**config.mk**
```make
export PLATFORM = sky130hd
export DESIGN_NAME = irq_status_mask_pin_logic
export DESIGN_NICKNAME = d
export VERILOG_FILES = /design/src/pkg/irq_pkg.sv /design/src/pkg/pin_cfg_if.sv /design/src/design/sticky_flags.sv /design/src/design/pin_driver.sv /design/src/design/irq_status_mask_pin_logic.sv
export SDC_FILE = /design/constraint.sdc
export NUM_CORES = 1
export LEC_CHECK = 0
export CAP_MARGIN = 20
export CORE_MARGIN = 3
export CORE_UTILIZATION = 50
export CTS_CLUSTER_SIZE = 16
export DETAILED_ROUTE_END_ITERATION = 8
export DONT_BUFFER_PORTS = 1
export GPL_ROUTABILITY_DRIVEN = 1
export GPL_TIMING_DRIVEN = 0
export PLACE_DENSITY = 0.76
export RECOVER_POWER = 50
export SYNTH_ARGS = -nofsm -noshare
export SYNTH_HDL_FRONTEND = slang
export SYNTH_SLANG_ARGS = --single-unit
```
**constraint.sdc**
```tcl
create_clock -name clk -period 2.25 [get_ports clk]
set_clock_uncertainty 0.1 [all_clocks]
set_input_delay 0.1125 -clock clk [delete_from_list [all_inputs] [get_ports clk]]
set_output_delay 0.1125 -clock clk [all_outputs]
set_load 0.005 [all_outputs]
```
**src/pkg/irq_pkg.sv**
```systemverilog
// Shared constants for the interrupt status, mask and pin output block.
package irq_pkg;

    // Register port geometry.
    localparam int ADDR_W = 8;
    localparam int DATA_W = 16;
    localparam int BYTE_CNT_W = 8;

    // Register addresses on the register port.
    localparam logic [ADDR_W-1:0] OFS_STATUS = 8'h00;
    localparam logic [ADDR_W-1:0] OFS_MASK = 8'h01;
    localparam logic [ADDR_W-1:0] OFS_PIN_CFG = 8'h02;
    localparam logic [ADDR_W-1:0] OFS_THRESH = 8'h06;
    localparam logic [ADDR_W-1:0] OFS_PIN_B_FUNC = 8'h0B;

    // Status register fields.
    localparam int ST_CNT_LSB = 8;
    localparam int ST_FIFO_CLR_BIT = 15;
    localparam int ST_SPARE_HI_BIT = 7;
    localparam int ST_SLOT_B_BIT = 6;
    localparam int ST_SLOT_A_BIT = 5;
    localparam int ST_SPARE_LO_W = 5;
    localparam int FLAG_W = 8;
    localparam logic [ST_SPARE_LO_W-1:0] SPARE_LO_CLR_KEY = 5'h1F;
    localparam int SPARE_EVT_W = 6;

    // Mask register fields and reset value.
    localparam int MSK_FIFO_BIT = 8;
    localparam int MSK_SLOT_B_BIT = 6;
    localparam int MSK_SLOT_A_BIT = 5;
    localparam logic [DATA_W-1:0] MASK_RST = 16'h01FF;

    // Pin configuration register fields and reset value.
    localparam int PC_B_DRIVE_BIT = 9;
    localparam int PC_B_POL_BIT = 8;
    localparam int PC_A_ENA_BIT = 2;
    localparam int PC_A_DRIVE_BIT = 1;
    localparam int PC_A_POL_BIT = 0;
    localparam logic [DATA_W-1:0] PIN_CFG_RST = 16'h0000;

    // Threshold register field and reset value.
    localparam int TH_LSB = 8;
    localparam int TH_W = 6;
    localparam logic [DATA_W-1:0] THRESH_RST = 16'h0000;

    // Pin B function select field, reset value and interrupt code.
    localparam int FS_LSB = 8;
    localparam int FS_W = 5;
    localparam logic [FS_W-1:0] FS_IRQ_CODE = 5'h01;
    localparam logic [DATA_W-1:0] PIN_B_FUNC_RST = 16'h0000;

endpackage

```
**src/pkg/pin_cfg_if.sv**
```systemverilog
// Interface carrying one interrupt pin's level and configuration.
`timescale 1ns/1ps
`default_nettype none
interface pin_cfg_if;
    logic irq;
    logic enable;
    logic drive_mode;
    logic polarity;

    // The controller drives the settings, the pin driver consumes them.
    modport ctrl (output irq, output enable, output drive_mode,
        output polarity);
    modport drv (input irq, input enable, input drive_mode,
        input polarity);
endinterface
`default_nettype wire

```
**src/design/sticky_flags.sv**
```systemverilog
// Bank of sticky event flags, set by hardware and cleared by software.
`timescale 1ns/1ps
`default_nettype none
module sticky_flags
    import irq_pkg::*;
#(
    parameter int W = FLAG_W
) (
    input wire logic clk,
    input wire logic rst_n,
    input wire logic en,
    input wire logic [W-1:0] set,
    input wire logic [W-1:0] clr,
    output logic [W-1:0] flags_q
);
    logic [W-1:0] flags_d;

    // Each flag holds until cleared; a set in the clear cycle wins.
    always_comb begin
        flags_d = flags_q;
        for (int i = 0; i < W; i++) begin
            if (en) begin
                flags_d[i] = set[i] | (flags_q[i] & ~clr[i]);
            end
        end
    end

    // Flag storage.
    always_ff @(posedge clk or negedge rst_n) begin
        if (!rst_n) begin
            flags_q <= '0;
        end else begin
            flags_q <= flags_d;
        end
    end
endmodule
`default_nettype wire

```
**src/design/pin_driver.sv**
```systemverilog
// Output stage of one interrupt pin: polarity, drive mode and enable.
`timescale 1ns/1ps
`default_nettype none
module pin_driver (
    input wire logic clk,
    input wire logic rst_n,
    input wire logic en,
    pin_cfg_if.drv cfg,
    output logic pin_o,
    output logic pin_oe
);
    logic pin_d;
    logic oe_d;

    // Level follows polarity; drive mode decides when the pin is driven.
    always_comb begin
        pin_d = pin_o;
        oe_d = pin_oe;
        if (en) begin
            pin_d = cfg.irq ^ cfg.polarity;
            oe_d = cfg.enable & (~cfg.drive_mode | cfg.irq);
        end
    end

    // Registered pin outputs; the pin floats during reset.
    always_ff @(posedge clk or negedge rst_n) begin
        if (!rst_n) begin
            pin_o <= 1'b0;
            pin_oe <= 1'b0;
        end else begin
            pin_o <= pin_d;
            pin_oe <= oe_d;
        end
    end
endmodule
`default_nettype wire

```
**src/design/irq_status_mask_pin_logic.sv**
```systemverilog
// Interrupt status, masking and interrupt pin control of the front end.
`timescale 1ns/1ps
`default_nettype none

////////////////////////////////////////////////////////////////////////////
module irq_status_mask_pin_logic
    import irq_pkg::*;
(
    input wire logic clk,
    input wire logic rst_n,
    input wire logic en,
    input wire logic [ADDR_W-1:0] reg_addr,
    input wire logic reg_wr,
    input wire logic reg_rd,
    input wire logic [DATA_W-1:0] reg_wdata,
    output logic [DATA_W-1:0] reg_rdata,
    output logic reg_rvalid,
    input wire logic [BYTE_CNT_W-1:0] queue_byte_count,
    output logic queue_flush,
    input wire logic first_slot_event,
    input wire logic second_slot_event,
    input wire logic [SPARE_EVT_W-1:0] spare_event,
    output logic irq_pin_a_o,
    output logic irq_pin_a_oe,
    output logic irq_pin_b_o,
    output logic irq_pin_b_oe
);

    ////////////////////////////////////////////////////////////////////////
    // Helpers.

    // True when a write strobe targets the given register address.
    function automatic logic wr_hit(input logic wr,
            input logic [ADDR_W-1:0] addr,
            input logic [ADDR_W-1:0] target);
        wr_hit = wr && (addr == target);
    endfunction

    ////////////////////////////////////////////////////////////////////////
    // Declarations.

    logic [DATA_W-1:0] mask_q;
    logic [DATA_W-1:0] mask_d;
    logic [DATA_W-1:0] pin_cfg_q;
    logic [DATA_W-1:0] pin_cfg_d;
    logic [DATA_W-1:0] thresh_q;
    logic [DATA_W-1:0] thresh_d;
    logic [DATA_W-1:0] pin_b_func_q;
    logic [DATA_W-1:0] pin_b_func_d;
    logic [DATA_W-1:0] rdata_q;
    logic [DATA_W-1:0] rdata_d;
    logic rvalid_q;
    logic rvalid_d;
    logic flush_q;
    logic flush_d;
    logic irq_q;
    logic irq_d;
    logic pin_a_irq_q;
    logic pin_a_irq_d;
    logic pin_b_irq_q;
    logic pin_b_irq_d;

    logic [FLAG_W-1:0] flag_set;
    logic [FLAG_W-1:0] flag_clr;
    logic [FLAG_W-1:0] flags;
    logic wr_status;
    logic [BYTE_CNT_W-2:0] queue_words;
    logic [TH_W-1:0] queue_word_threshold;
    logic queue_over_threshold;
    logic first_slot_flag;
    logic second_slot_flag;
    logic first_slot_irq_block;
    logic second_slot_irq_block;
    logic queue_irq_block;
    logic pin_a_enable;
    logic pin_a_drive_mode;
    logic pin_a_polarity;
    logic pin_b_drive_mode;
    logic pin_b_polarity;
    logic [FS_W-1:0] pin_b_function_select;

    pin_cfg_if pin_a_cfg ();
    pin_cfg_if pin_b_cfg ();

    ////////////////////////////////////////////////////////////////////////
    // Field views of the configuration registers.

    // Mask bits; a 1 blocks the source.
    assign queue_irq_block = mask_q[MSK_FIFO_BIT];
    assign second_slot_irq_block = mask_q[MSK_SLOT_B_BIT];
    assign first_slot_irq_block = mask_q[MSK_SLOT_A_BIT];

    // Pin configuration bits for both interrupt pins.
    assign pin_b_drive_mode = pin_cfg_q[PC_B_DRIVE_BIT];
    assign pin_b_polarity = pin_cfg_q[PC_B_POL_BIT];
    assign pin_a_enable = pin_cfg_q[PC_A_ENA_BIT];
    assign pin_a_drive_mode = pin_cfg_q[PC_A_DRIVE_BIT];
    assign pin_a_polarity = pin_cfg_q[PC_A_POL_BIT];

    // Threshold and pin B function fields.
    assign queue_word_threshold = thresh_q[TH_LSB +: TH_W];
    assign pin_b_function_select = pin_b_func_q[FS_LSB +: FS_W];

    ////////////////////////////////////////////////////////////////////////
    // Sticky status flags.

    assign wr_status = wr_hit(reg_wr, reg_addr, OFS_STATUS);

    // Hardware events that set each status flag.
    always_comb begin
        flag_set = '0;
        flag_set[ST_SLOT_B_BIT] = second_slot_event;
        flag_set[ST_SLOT_A_BIT] = first_slot_event;
        flag_set[ST_SPARE_HI_BIT] = spare_event[ST_SPARE_LO_W];
        flag_set[ST_SPARE_LO_W-1:0] = spare_event[ST_SPARE_LO_W-1:0];
    end

    // Write-one clears bits 7, 6 and 5; a zero bit leaves its flag alone.
    always_comb begin
        flag_clr = '0;
        if (wr_status) begin
            flag_clr[ST_SLOT_B_BIT] = reg_wdata[ST_SLOT_B_BIT];
            flag_clr[ST_SLOT_A_BIT] = reg_wdata[ST_SLOT_A_BIT];
            flag_clr[ST_SPARE_HI_BIT] = reg_wdata[ST_SPARE_HI_BIT];
            // The low spare field clears only on the all-ones key.
            if (reg_wdata[ST_SPARE_LO_W-1:0] == SPARE_LO_CLR_KEY) begin
                flag_clr[ST_SPARE_LO_W-1:0] = '1;
            end
        end
    end

    // The flag bank never looks at the pin enable, so it keeps running.
    sticky_flags #(
        .W(FLAG_W)
    ) u_flags (
        .clk(clk),
        .rst_n(rst_n),
        .en(en),
        .set(flag_set),
        .clr(flag_clr),
        .flags_q(flags)
    );

    assign second_slot_flag = flags[ST_SLOT_B_BIT];
    assign first_slot_flag = flags[ST_SLOT_A_BIT];

    ////////////////////////////////////////////////////////////////////////
    // Configuration registers.

    // Next values of the writable registers.
    always_comb begin
        mask_d = mask_q;
        pin_cfg_d = pin_cfg_q;
        thresh_d = thresh_q;
        pin_b_func_d = pin_b_func_q;
        if (en) begin
            if (wr_hit(reg_wr, reg_addr, OFS_MASK)) begin
                mask_d = reg_wdata;
            end else if (wr_hit(reg_wr, reg_addr, OFS_PIN_CFG)) begin
                pin_cfg_d = reg_wdata;
            end else if (wr_hit(reg_wr, reg_addr, OFS_THRESH)) begin
                thresh_d = reg_wdata;
            end else if (wr_hit(reg_wr, reg_addr, OFS_PIN_B_FUNC)) begin
                pin_b_func_d = reg_wdata;
            end
        end
    end

    // Register storage; all masks come out of reset blocking.
    always_ff @(posedge clk or negedge rst_n) begin
        if (!rst_n) begin
            mask_q <= MASK_RST;
            pin_cfg_q <= PIN_CFG_RST;
            thresh_q <= THRESH_RST;
            pin_b_func_q <= PIN_B_FUNC_RST;
        end else begin
            mask_q <= mask_d;
            pin_cfg_q <= pin_cfg_d;
            thresh_q <= thresh_d;
            pin_b_func_q <= pin_b_func_d;
        end
    end

    ////////////////////////////////////////////////////////////////////////
    // Queue flush command.

    // A one in status bit 15 emits a single flush pulse to the queue.
    always_comb begin
        flush_d = flush_q;
        if (en) begin
            flush_d = wr_status && reg_wdata[ST_FIFO_CLR_BIT];
        end
    end

    // Flush pulse storage.
    always_ff @(posedge clk or negedge rst_n) begin
        if (!rst_n) begin
            flush_q <= 1'b0;
        end else begin
            flush_q <= flush_d;
        end
    end

    ////////////////////////////////////////////////////////////////////////
    // Register reads.

    // Read data is registered; unmapped addresses read as zero.
    always_comb begin
        rdata_d = rdata_q;
        rvalid_d = rvalid_q;
        if (en) begin
            rvalid_d = reg_rd;
            if (!reg_rd) begin
                rdata_d = rdata_q;
            end else if (reg_addr == OFS_STATUS) begin
                rdata_d = {queue_byte_count, flags};
            end else if (reg_addr == OFS_MASK) begin
                rdata_d = mask_q;
            end else if (reg_addr == OFS_PIN_CFG) begin
                rdata_d = pin_cfg_q;
            end else if (reg_addr == OFS_THRESH) begin
                rdata_d = thresh_q;
            end else if (reg_addr == OFS_PIN_B_FUNC) begin
                rdata_d = pin_b_func_q;
            end else begin
                rdata_d = '0;
            end
        end
    end

    // Read answer storage.
    always_ff @(posedge clk or negedge rst_n) begin
        if (!rst_n) begin
            rdata_q <= '0;
            rvalid_q <= 1'b0;
        end else begin
            rdata_q <= rdata_d;
            rvalid_q <= rvalid_d;
        end
    end

    ////////////////////////////////////////////////////////////////////////
    // Interrupt combining.

    // The count is in bytes, the threshold in two-byte words.
    assign queue_words = queue_byte_count[BYTE_CNT_W-1:1];
    assign queue_over_threshold =
        (queue_words > {1'b0, queue_word_threshold});

    // An unmasked slot A flag, slot B flag or queue over threshold raises the interrupt level; spare flags never do.
    always_comb begin
        irq_d = irq_q;
        pin_a_irq_d = pin_a_irq_q;
        pin_b_irq_d = pin_b_irq_q;
        if (en) begin
            irq_d = (first_slot_flag & ~first_slot_irq_block)
                | (second_slot_flag & ~second_slot_irq_block)
                | (queue_over_threshold & ~queue_irq_block);
            pin_a_irq_d = irq_d;
            pin_b_irq_d = irq_d;
        end
    end

    // Interrupt level storage, one copy per pin stage.
    always_ff @(posedge clk or negedge rst_n) begin
        if (!rst_n) begin
            irq_q <= 1'b0;
            pin_a_irq_q <= 1'b0;
            pin_b_irq_q <= 1'b0;
        end else begin
            irq_q <= irq_d;
            pin_a_irq_q <= pin_a_irq_d;
            pin_b_irq_q <= pin_b_irq_d;
        end
    end

    ////////////////////////////////////////////////////////////////////////
    // Interrupt pins.

    // Pin A settings; a cleared enable floats the pin.
    assign pin_a_cfg.irq = pin_a_irq_q;
    assign pin_a_cfg.enable = pin_a_enable;
    assign pin_a_cfg.drive_mode = pin_a_drive_mode;
    assign pin_a_cfg.polarity = pin_a_polarity;

    // Pin B settings; it floats unless selected for the interrupt.
    assign pin_b_cfg.irq = pin_b_irq_q;
    assign pin_b_cfg.enable =
        (pin_b_function_select == FS_IRQ_CODE);
    assign pin_b_cfg.drive_mode = pin_b_drive_mode;
    assign pin_b_cfg.polarity = pin_b_polarity;

    // Output stage of pin A.
    pin_driver u_pin_a (
        .clk(clk),
        .rst_n(rst_n),
        .en(en),
        .cfg(pin_a_cfg.drv),
        .pin_o(irq_pin_a_o),
        .pin_oe(irq_pin_a_oe)
    );

    // Output stage of pin B.
    pin_driver u_pin_b (
        .clk(clk),
        .rst_n(rst_n),
        .en(en),
        .cfg(pin_b_cfg.drv),
        .pin_o(irq_pin_b_o),
        .pin_oe(irq_pin_b_oe)
    );

    ////////////////////////////////////////////////////////////////////////
    // Outputs.

    assign reg_rdata = rdata_q;
    assign reg_rvalid = rvalid_q;
    assign queue_flush = flush_q;

endmodule
`default_nettype wire

```
==> results.json <==
{
  "r2r_cells": 6,
  "whs_ns": -0.656,
  "n_antenna_cell": 0,
  "routabilityCongestion": 0.874,
  "num_vias": 3505,
  "worstMarginPinSlew_ns": 0.792,
  "synthSimpleGateAreaFrac_pct": 6.25,
  "setup_viol_count_final": 0,
  "synth_top_family_by_area": "multiplexers",
  "synth_cells": 395,
  "final_hold_viol_count": 95,
  "layout_commonest_cell": "dfrtp_1",
  "ys_ff_latch": 95,
  "tns_ns": 0,
  "start_util_pct": 52.6,
  "synthXorXnorAreaFrac_pct": 0.372,
  "cp.required_ns": 2.35,
  "clock_sinks": 95,
  "synthDistinctLibCells": 41,
  "rows": 34,
  "grt_max_degree": 96,
  "status": "finished, violations left",
  "crit_start": "reg_addr[5]",
  "worstReg2RegStart": "thresh_q[10]",
  "synth_fp_nets": 446,
  "post_cts_buffers": 0,
  "startpoint_type": "input port",
  "endpoint_kind": "flip-flop",
  "final_cell_mix": "dfrtp_1, mux2_2, inv_1",
  "syn_to_final_growth_pct": 12.4,
  "die_h_um": 103,
  "fin_cells": 546,
  "slew_headroom_pct": 47.2,
  "post-route-period-util_pct": 89.9,
  "clk_latency_ns": 0.36,
  "drt-pass1-iter-count": 6,
  "wl_per_cell_um": 22.2,
  "async_flop_share_pct": 100,
  "drive_above_1_share_pct": 25.3,
  "ys_seq_area_share_pct": 50.8,
  "crit_fanout": 10,
  "numPortBuffers": 0,
  "grt_setup_unrepaired": "no",
  "finalCriticalPeriod_ns": 2.02,
  "die_area_mm2": 0.0106,
  "cts-root-buf": "clkbuf_8",
  "avgViaCountPerCell": 6.42,
  "track_usage_pct": 23.9,
  "synth_edf_count": 0,
  "finalWorstSetupSlack_ns": 0.226,
  "cts_resized": 0,
  "die_x_um": 103,
  "critPathKind": "in -> reg",
  "routed_wl_mm": 12.1,
  "ant_nets": 0,
  "syn_area_mm2": 0.00470,
  "holdCritPathClass": "in -> async",
  "grt-ovfl-total": 0,
  "failed_checks": "hold timing",
  "pin_count": 67,
  "drv_cap": 0,
  "antenna_found_initial": 0,
  "cts.htree.levels": 3,
  "fmax_mhz": 494,
  "synth_flop_cell": "dfrtp_1",
  "dp_hpwl_mm": 7.99,
  "first_global_vias": 3698,
  "synth_compound_area_share_pct": 16.3,
  "ctsHoldBuffers": 28,
  "placedCellCount": 503,
  "drc": 0,
  "pre_cts_slack_ns": -0.169,
  "cts.reportedPaths.clkPinSlew_ns": 0.08,
  "core_mm2": 0.00893,
  "ir_worst_vdd_mv": 0.257,
  "slew_viol_final": 0,
  "clk_path_buf_depth": 2,
  "ys_warn_count": 0,
  "fin_util_pct": 59.2,
  "syn_avg_cell_area_um2": 11.9,
  "cts_tree": "yes",
  "fin_nets": 485,
  "cp.arrival_ns": 2.13,
  "cts_buffers": 9,
  "synthMuxAreaShare_pct": 19.2,
  "grt_pass1_wl_mm": 19.2,
  "synth-adder-area-share_pct": 1.60,
  "power_density_mw_per_mm2": 595,
  "first_iter_violations": 347,
  "leakage_nw": 2.37
}
[cells by family (layout without fill, tap and decap cells)]
kind of cell | Yosys count | in the layout
compound gates | 107 | 107
flops | 95 | 95
mux | 77 | 77
buf+inv | 60 | 103
simple gates | 48 | 48
fa+ha+maj | 6 | 6
xor+xnor | 2 | 2
[final cells by class]
| class | instances | area, um^2 |
|---|---|---|
| repair buffers | 28 | 280 |
| multi-input cells | 240 | 2060 |
| fillers | 730 | 3650 |
| flip-flops and latches | 95 | 2390 |
| plain buffers | 28 | 138 |
| inverters | 32 | 120 |
| clock buffers | 14 | 163 |
| clock inverters | 1 | 5.00 |
| well taps | 108 | 135 |
[layer usage]
| metal | track usage, % | routed length [um] | share of wire [%] |
|---|---|---|---|
| met1 | 32.9 | 5040 | 42 |
| met2 | 37.0 | 5800 | 48 |
| met3 | 3.92 | 995 | 8.2 |
| met4 | 11.1 | 297 | 2.4 |
| met5 | 0 | 0 | 0 |
[flip-flops by register name, indices dropped and copies added (netlist names)]
name,count
u_pin_b.pin_oe,1
reg_rvalid,1
u_pin_a.pin_o,1
pin_b_func_q,16
mask_q,16
pin_b_cfg.irq,1
thresh_q,16
u_pin_a.pin_oe,1
reg_rdata,16
u_pin_b.pin_o,1
u_flags.flags_q,8
pin_cfg_q,16
queue_flush,1
[through the flow]
step	total power [mW]	area, um^2
floorplan	2.04	4700
global placement	2.10	4840
detailed placement	2.11	4840
CTS	3.15	5290
global route	3.27	5290
finish	3.15	5290
[critical path: stages]
cell,delay (ns)
or4_4,0.51
buf_6,0.15
nor3_1,0.64
clkbuf_1,0.54
a211oi_1,0.17
[power breakdown]
part / switching (mW) / internal [mW] / leakage (nW)
registers: 0.0553 / 1.78 / 1.20
clock network: 0.553 / 0.457 / 0.0865
logic: 0.161 / 0.141 / 1.08
[cells in the mapped netlist (2+ instances only)]
cell type | instances | area share (%)
buf_1 | 2 | 0.16
dfstp_2 | 9 | 5.0
nand2_1 | 6 | 0.48
a221oi_1 | 16 | 3.0
o21ai_0 | 24 | 2.6
buf_6 | 2 | 0.48
clkbuf_1 | 22 | 1.8
or4_4 | 2 | 0.48
mux2_2 | 67 | 16
a211oi_1 | 17 | 2.7
nand3b_1 | 4 | 0.64
nor3_1 | 2 | 0.21
o22ai_1 | 17 | 2.3
dfrtp_1 | 86 | 46
nand4_2 | 2 | 0.53
ha_1 | 6 | 1.6
inv_1 | 32 | 2.6
a22o_1 | 24 | 4.5
nor2_1 | 20 | 1.6
xnor2_1 | 2 | 0.37
a21oi_1 | 4 | 0.43
mux2_4 | 10 | 3.2
[path summary, 6_finish.rpt]
kind / slack, ns / end
worst max-delay path: 0.23 / reg_rdata[14]
worst min-delay path: -0.66 / pin_cfg_q[14]
worst max register to register: 0.69 / pin_b_cfg.irq
worst min register to register: 0.41 / thresh_q[5]
max in group asynchronous: 2.45 / mask_q[1]
min in group clk: 0.01 / thresh_q[0]
Power figures use the tool's default switching activity.
